==> src/inc/gfc_defs.svh <==
`ifndef GFC_DEFS_SVH
`define GFC_DEFS_SVH

// Clock of the block
`define GFC_CLK_NS        5
`define GFC_CLK_HZ        200000000

// Reference clock and its divider
`define GFC_REF_HZ        100000
`define GFC_REF_DIV       (`GFC_CLK_HZ / `GFC_REF_HZ)

// Timebase and counter chain
`define GFC_TB_STAGES     3
`define GFC_DIGITS        4
`define GFC_DEC_MAX       4'h9
`define GFC_BCD_W         4
`define GFC_NUMERALS      10

// Reset pulse width, least time
`define GFC_RST_NS        10000
`define GFC_RST_CYC       ((`GFC_RST_NS + `GFC_CLK_NS - 1) / `GFC_CLK_NS)

`endif

==> src/inc/gfc_pkg.sv <==
package gfc_pkg;

  typedef enum logic [1:0] {
    GFC_PH_RESET = 2'b00,
    GFC_PH_COUNT = 2'b01,
    GFC_PH_SHOW  = 2'b10
  } gfc_phase_t;

  typedef logic [3:0] gfc_bcd_t;
  typedef logic [9:0] gfc_numeral_t;

endpackage : gfc_pkg

==> src/inc/gfc_dec_if.sv <==
interface gfc_dec_if;
  logic              en;
  logic              clr;
  logic              carry;
  gfc_pkg::gfc_bcd_t bcd;

  modport cnt (
    input  en,
    input  clr,
    output carry,
    output bcd
  );

  modport user (
    output en,
    output clr,
    input  carry,
    input  bcd
  );
endinterface : gfc_dec_if

==> src/verilog/gfc_decade.sv <==
`include "gfc_defs.svh"

module gfc_decade (
  input wire logic clk,
  input wire logic nrst,
  gfc_dec_if.cnt   d
);

  gfc_pkg::gfc_bcd_t cnt_q;

  // Modulo ten count, cleared on demand, held when idle
  always_ff @(posedge clk) begin
    if (!nrst || d.clr) begin
      cnt_q <= 4'h0;
    end else if (d.en) begin
      if (cnt_q == `GFC_DEC_MAX) begin
        cnt_q <= 4'h0;
      end else begin
        cnt_q <= cnt_q + 4'h1;
      end
    end
  end

  assign d.bcd   = cnt_q;
  assign d.carry = d.en && !d.clr && (cnt_q == `GFC_DEC_MAX);

endmodule : gfc_decade

==> src/verilog/gfc_counter.sv <==
`include "gfc_defs.svh"

module gfc_counter #(
  parameter int DIGITS  = `GFC_DIGITS,
  parameter int REF_DIV = `GFC_REF_DIV,
  parameter int RST_CYC = `GFC_RST_CYC
) (
  input  wire logic                             clk,
  input  wire logic                             nrst,
  input  wire logic                             rf_in,
  output      logic                             ref_tick,
  output      logic                             read_cmd,
  output      logic                             count_gate,
  output      logic                             trigger,
  output      logic                             reset_pulse,
  output      logic                             display_on,
  output      logic [DIGITS*`GFC_NUMERALS-1:0]  digit_drive,
  output      logic [DIGITS*`GFC_BCD_W-1:0]     count_bcd,
  output      logic                             overrange,
  output      gfc_pkg::gfc_phase_t              phase
);

  localparam int REF_W = $clog2(REF_DIV);
  localparam int RST_W = $clog2(RST_CYC + 1);

  // BCD to one-of-ten numeral drive
  function automatic gfc_pkg::gfc_numeral_t bcd_to_numeral(
    input gfc_pkg::gfc_bcd_t b
  );
    gfc_pkg::gfc_numeral_t n;
    n = 10'h000;
    if (b <= `GFC_DEC_MAX) begin
      n[b] = 1'b1;
    end
    return n;
  endfunction : bcd_to_numeral

  // Nine is the only legal code with weights 1 and 8 both set
  function automatic logic bcd_is_nine(
    input gfc_pkg::gfc_bcd_t b
  );
    return b[0] && b[3];
  endfunction : bcd_is_nine

  // Reference tick divider
  logic [REF_W-1:0] ref_cnt_q;
  logic             ref_tick_q;

  // Wraps every REF_DIV clocks
  always_ff @(posedge clk) begin
    if (!nrst) begin
      ref_cnt_q  <= '0;
      ref_tick_q <= 1'b0;
    end else if (ref_cnt_q == REF_W'(REF_DIV - 1)) begin
      ref_cnt_q  <= '0;
      ref_tick_q <= 1'b1;
    end else begin
      ref_cnt_q  <= ref_cnt_q + REF_W'(1);
      ref_tick_q <= 1'b0;
    end
  end

  assign ref_tick = ref_tick_q;

  // Timebase decades
  gfc_dec_if tb_if [`GFC_TB_STAGES] ();

  // Timebase decades are never cleared, so the tick chain runs free
  genvar t;
  generate
    for (t = 0; t < `GFC_TB_STAGES; t++) begin : g_tb
      if (t == 0) begin : g_first
        assign tb_if[t].en = ref_tick_q;
      end else begin : g_next
        assign tb_if[t].en = tb_if[t-1].carry;
      end
      assign tb_if[t].clr = 1'b0;
      gfc_decade u_tb (
        .clk  (clk),
        .nrst (nrst),
        .d    (tb_if[t])
      );
    end
  endgenerate

  // Divide by two stage
  logic toggle_q;

  // Flips on each carry out of the last timebase stage
  always_ff @(posedge clk) begin
    if (!nrst) begin
      toggle_q <= 1'b0;
    end else if (tb_if[`GFC_TB_STAGES-1].carry) begin
      toggle_q <= !toggle_q;
    end
  end

  // Read command is the inverse of the toggle
  logic read_w;
  assign read_w   = !toggle_q;
  assign read_cmd = read_w;

  // Reset condition: stage two at 9, stage three at 9, toggle high
  logic stage2_nine;
  logic stage3_nine;
  logic rst_cond;
  logic rst_cond_q;
  logic trig_q;

  assign stage2_nine = bcd_is_nine(tb_if[1].bcd);
  assign stage3_nine = bcd_is_nine(tb_if[2].bcd);
  assign rst_cond    = stage2_nine && stage3_nine && toggle_q;

  // Trigger marks only the first cycle of the reset condition
  always_ff @(posedge clk) begin
    if (!nrst) begin
      rst_cond_q <= 1'b0;
      trig_q     <= 1'b0;
    end else begin
      rst_cond_q <= rst_cond;
      trig_q     <= rst_cond && !rst_cond_q;
    end
  end

  assign trigger = trig_q;

  // Fixed width reset pulse, launched by the trigger
  logic [RST_W-1:0] rst_cnt_q;

  always_ff @(posedge clk) begin
    if (!nrst) begin
      rst_cnt_q <= '0;
    end else if (trig_q) begin
      rst_cnt_q <= RST_W'(RST_CYC);
    end else if (rst_cnt_q != '0) begin
      rst_cnt_q <= rst_cnt_q - RST_W'(1);
    end
  end

  logic rst_w;
  assign rst_w       = (rst_cnt_q != '0);
  assign reset_pulse = rst_w;

  // Input count gate
  logic gate_d;
  logic gate_q;
  logic rf_inc;

  always_comb begin
    if (read_w) begin
      gate_d = !rf_in;
    end else begin
      gate_d = 1'b1;
    end
  end

  // Gate register, also the edge memory for counting
  always_ff @(posedge clk) begin
    if (!nrst) begin
      gate_q <= 1'b1;
    end else begin
      gate_q <= gate_d;
    end
  end

  assign count_gate = gate_q;
  // Rising gate edges count only while reading, so gate closure adds none
  assign rf_inc = read_w && gate_d && !gate_q && !rst_w;

  // RF counter decades
  gfc_dec_if rf_if [DIGITS] ();

  // Whole chain cleared by the reset pulse
  genvar g;
  generate
    for (g = 0; g < DIGITS; g++) begin : g_rf
      if (g == 0) begin : g_first
        assign rf_if[g].en = rf_inc;
      end else begin : g_next
        assign rf_if[g].en = rf_if[g-1].carry;
      end
      assign rf_if[g].clr = rst_w;
      gfc_decade u_rf (
        .clk  (clk),
        .nrst (nrst),
        .d    (rf_if[g])
      );
    end
  endgenerate

  // Overrange flag, cleared by the reset pulse
  logic ovr_q;

  always_ff @(posedge clk) begin
    if (!nrst || rst_w) begin
      ovr_q <= 1'b0;
    end else if (rf_if[DIGITS-1].carry) begin
      ovr_q <= 1'b1;
    end
  end

  assign overrange = ovr_q;

  // Stored BCD and decoded digit drives
  logic [DIGITS*`GFC_BCD_W-1:0]    bcd_q;
  logic [DIGITS*`GFC_NUMERALS-1:0] drive_q;
  logic                            disp_q;

  generate
    for (g = 0; g < DIGITS; g++) begin : g_out
      gfc_pkg::gfc_bcd_t     dig_q;
      gfc_pkg::gfc_numeral_t drv_q;

      always_ff @(posedge clk) begin
        if (!nrst) begin
          dig_q <= 4'h0;
        end else begin
          dig_q <= rf_if[g].bcd;
        end
      end

      // Drives cleared while counting so no numeral shows
      always_ff @(posedge clk) begin
        if (!nrst || read_w) begin
          drv_q <= 10'h000;
        end else begin
          drv_q <= bcd_to_numeral(rf_if[g].bcd);
        end
      end

      assign bcd_q[g*`GFC_BCD_W +: `GFC_BCD_W]         = dig_q;
      assign drive_q[g*`GFC_NUMERALS +: `GFC_NUMERALS] = drv_q;
    end
  endgenerate

  // Display lit one cycle after read falls, in step with the drives
  always_ff @(posedge clk) begin
    if (!nrst) begin
      disp_q <= 1'b0;
    end else begin
      disp_q <= !read_w;
    end
  end

  assign count_bcd   = bcd_q;
  assign digit_drive = drive_q;
  assign display_on  = disp_q;

  // Phase of the repeating sequence
  gfc_pkg::gfc_phase_t phase_q;

  // Reported sequence only; nothing else depends on it
  always_ff @(posedge clk) begin
    if (!nrst) begin
      phase_q <= gfc_pkg::GFC_PH_SHOW;
    end else begin
      unique case (phase_q)
        gfc_pkg::GFC_PH_RESET: begin
          if (read_w) begin
            phase_q <= gfc_pkg::GFC_PH_COUNT;
          end
        end
        gfc_pkg::GFC_PH_COUNT: begin
          if (!read_w) begin
            phase_q <= gfc_pkg::GFC_PH_SHOW;
          end
        end
        gfc_pkg::GFC_PH_SHOW: begin
          if (trig_q) begin
            phase_q <= gfc_pkg::GFC_PH_RESET;
          end else if (read_w) begin
            phase_q <= gfc_pkg::GFC_PH_COUNT;
          end
        end
        default: begin
          phase_q <= gfc_pkg::GFC_PH_SHOW;
        end
      endcase
    end
  end

  assign phase = phase_q;

endmodule : gfc_counter

==> config.mk <==
export PLATFORM = sky130hd
export DESIGN_NAME = gfc_counter
export DESIGN_NICKNAME = d
export VERILOG_FILES = /design/src/inc/gfc_pkg.sv /design/src/inc/gfc_dec_if.sv /design/src/verilog/gfc_decade.sv /design/src/verilog/gfc_counter.sv
export VERILOG_INCLUDE_DIRS = /design/src /design/src/inc
export SDC_FILE = /design/constraint.sdc
export NUM_CORES = 1
export LEC_CHECK = 0
export BUFFER_PORTS_ARGS = -buffer_cell sky130_fd_sc_hd__buf_2
export CAP_MARGIN = 20
export CORE_MARGIN = 1.5
export CORE_UTILIZATION = 55
export DETAILED_ROUTE_END_ITERATION = 8
export PLACE_DENSITY = 0.78
export SYNTH_ARGS = -nofsm -noshare
export SYNTH_HDL_FRONTEND = slang
export SYNTH_HIERARCHICAL = 1
export SYNTH_SLANG_ARGS = --single-unit
==> constraint.sdc <==
create_clock -name clk -period 5.7 [get_ports clk]
set_input_delay 1.14 -clock clk [delete_from_list [all_inputs] [get_ports clk]]
set_output_delay 1.14 -clock clk [all_outputs]
set_load 0.01 [all_outputs]
==> out/qor.yml <==
drt_iter0_markers: 159
yosys_warnings: 6
r2r_slack_ns: 0.70
cts-root-to-sink-buffers: 2
remaining_global_route_overflow: 0
globalplace.congestion: 0.8732
period_share_pct: 87.78
start_util_pct: 57.64
cpMaxStageDelayCell: "nor4b_1"
avgViaCountPerCell: 5.328
setup-tns-final_ns: 0
critical_path.max_stage_delay_ns: 0.73
port_bufs: 67
worst_pin_slew_ns: 0.9809
synth_mux_area_share_pct: 0
post-cts-setup-buffer-count: 0
cellPowerDensity_mw_per_mm2: 428.0
finalCoreUtilization_pct: 71.68
cts.hold.buffers_added: 0
boundary_pin_count: 68
synth_cells: 436
largest_family_of_logic_cells_by_synthesized_area: "simple AND/OR/NAND/NOR gates"
synth_fa_ha_area_share_pct: 0.8837
yosys.cell_types.count: 46
firstDrtPassIters: 5
number_of_clock_buffers_inserted_by_tritoncts: 17
n_antenna_cell: 0
yosys-top-cells-area: "dfxtp_1 54%, nor2_1 4.4%, nand2b_1 2.5%, o21ai_0 2.4%, or3_1 2.4%"
synth_enable_flop_cells: 0
status: "complete, no violations"
global_route.usage.total_pct: 21.42
die_height_um: 90.88
whs_endpoint: "trigger$_SDFF_PN0_"
timing.reg2reg.worst_path_depth: 16
hold_violations: 0
tritoncts_clock_tree: "done"
yosys.area_share.xor_xnor_pct: 3.711
fp.coreArea_sq_mm: 0.007370
syn-cell-area_sq_mm: 0.004248
setup_repair_after_global_routing_missed_its_margin: "no"
critPathLaunchType: "flop"
timing.fmax_ghz: 0.1999
via_count: 3383
number_of_global_route_vias_before_repair: 3052
hold_depth: 1
synth_top_cell_by_area: "dfxtp_1"
crit_required_ns: 6.15
clock_latency_ns: 0.51
synth-simple-area-share_pct: 28.57
ctsHtreeMaxLevel: 4
grt_first_pass_wirelength_um: 14030
synth_common_cells: "115 x dfxtp_1, 50 x nor2_1, 20 x o21ai_0"
post_cts_resized: 0
dieWidth_um: 90.88
p_leak_uw: 0.002058
clock-sinks: 115
seq_area_frac_synth_pct: 54.20
dpl.cell_count: 603
grt_max_degree: 32
synth.most_common_cell: "dfxtp_1"
max-cap-violations: 0
synth-seq-cells: 115
critical_path_peak_fanout: 13
antenna_found_initial: 0
cp_num_buf_inv: 2
setup.worst_path.class: "reg2reg"
post_route_cells_drive_above_1_share_pct: 25.00
ctsRootBufferMaster: "clkbuf_8"
timing.rr.end: "overrange$_SDFFE_PP0P_"
syn_to_final_growth_pct: 24.36
drt-total-wl_um: 8598
placementRows: 31
final_cell_count_no_fill: 635
rr_startpoint: "rst_cnt_q[0]$_SDFFE_PP0P_"
critPathTopFamily: "simple AND/OR/NAND/NOR gates"
post-synth-top-area-fraction_pct: 54.20
synth-main-ff-cell: "dfxtp_1"
finalMaxSlewViolations: 0
finalWorstPathRequiredPeriod_ns: 5.004
clk_transition_reported_paths_ns: 0.06
synthesis.area_per_instance_sq_um: 9.743
die_area_sq_mm: 0.008259
synth-async-reset-ratio_pct: 0
hp-class: "reg2reg"
post-route-drc-count: 0
dp.final_hpwl_um: 5502
hp-start: "rst_cond_q$_SDFF_PN0_"
worstSetupEndpointType: "flop"
final-setup-viol-count: 0
drt.antenna.violating_nets: 0
routed_wire_length_per_instance_um: 13.54
synth_compound_gate_area_share_pct: 10.69
finish.net_count: 529
clock-skew-final_ns: 0.006424
critical_path_arrival_ns: 5.45
peakVddDrop_mv: 0.3406
crit_chain: "inv_1 -> ha_1 -> nor4b_1 -> nand3_1 -> buf_4 -> nor4_2 -> nand2_2 -> nor4b_1 -> nand2_2 -> nor4b_1 -> nand2_2 -> nor4b_2 -> nand2_2 -> nor4b_1 -> o21ai_0 -> nor2_1"
slew_headroom_pct: 34.00
==> worst reg2reg max path: stages (launching register included) <==
cell,delay [ns]
dfxtp_1,0.34
inv_1,0.11
ha_1,0.17
nor4b_1,0.51
nand3_1,0.14
buf_4,0.22
nor4_2,0.47
nand2_2,0.13
nor4b_1,0.73
nand2_2,0.14
nor4b_1,0.69
nand2_2,0.17
nor4b_2,0.49
nand2_2,0.12
nor4b_1,0.29
o21ai_0,0.12
nor2_1,0.11
==> cells by family after synthesis <==
group                    Yosys count
AND/OR/NAND/NOR                  210
other                              1
flip-flops                       115
AO/OA/AOI/OAI                     70
buffers and inverters             19
adder cells (fa/ha/maj)            3
XOR/XNOR                          18
==> worst max-delay path by stage <==
stage | startpoint | to | cells past startpoint
5_1_grt | rst_cnt_q[0]$_SDFFE_PP0P_ | overrange$_SDFFE_PP0P_ | 16
4_1_cts | rst_cnt_q[0]$_SDFFE_PP0P_ | overrange$_SDFFE_PP0P_ | 16
6_report | rst_cnt_q[0]$_SDFFE_PP0P_ | overrange$_SDFFE_PP0P_ | 16
2_1_floorplan | rst_cnt_q[0]$_SDFFE_PP0P_ | overrange$_SDFFE_PP0P_ | 15
3_3_place_gp | rst_cnt_q[0]$_SDFFE_PP0P_ | overrange$_SDFFE_PP0P_ | 16
3_5_place_dp | rst_cnt_q[0]$_SDFFE_PP0P_ | overrange$_SDFFE_PP0P_ | 16
==> state kept, by name, indices dropped and copies added (netlist names), 2 cells and up <==
signal / count
g_out.dig_q: 16
g_out.drv_q: 40
g_rf.u_rf/d.bcd: 16
g_tb.u_tb/d.bcd: 12
phase: 2
ref_cnt_q: 11
rst_cnt_q: 11
==> layout by cell type (no fill, tap or decap), drive strengths merged, types with 2 or more instances in the layout <==
cell type	instances
nand2b	17
nand3b	5
nor2	50
and2	15
clkinv	6
nor3	17
nand3	13
o31ai	9
buf	68
and4b	7
nand4	5
nor4	9
or3	16
a21oi	24
ha	3
nor2b	14
inv	13
clkbuf	21
xor2	8
nand2	22
or4	6
a211oi	3
o21ai	20
a31oi	4
nor4b	8
or3b	2
dfxtp	115
conb	6
a21o	3
clkinvlp	5
xnor2	10
==> final cells by class <==
cell class	count	area (sq um)
flip-flops and latches	115	2302
fillers	552	2087
clock inverters	11	103.9
multi-input cells	307	1898
repair buffers	68	342.8
clock buffers	21	459.2
well taps	99	123.9
inverters	14	52.55
==> power by group <==
| part | switching (uW) | internal [uW] | leakage, uW |
|---|---|---|---|
| logic | 229 | 148 | 0.000866 |
| clock network | 367 | 612 | 0.000263 |
| registers | 56.9 | 847 | 0.000930 |
==> per-stage QoR <==
step	cell area [sq um]	power, uW	setup slack [ns]	hold WS, ns
6_report	5283	2261	0.6965	0.4008
5_1_grt	5283	2341	0.1879	0.4287
4_1_cts	5270	2261	0.3177	0.4021
3_5_place_dp	4707	1280	0.3864	0.3939
3_3_place_gp	4707	1272	0.6202	0.3889
2_1_floorplan	4267	1205	0.9727	0.3761
==> per-layer routing <==
metal	vias up	track usage, %	share of wire, %
met1	1558	25.60	46
li1	1718	-	-
met3	15	6.481	4.8
met4	0	9.635	1.5
met5	-	0	0
met2	92	35.40	48
No activity file was read; power rests on OpenSTA's default activity.
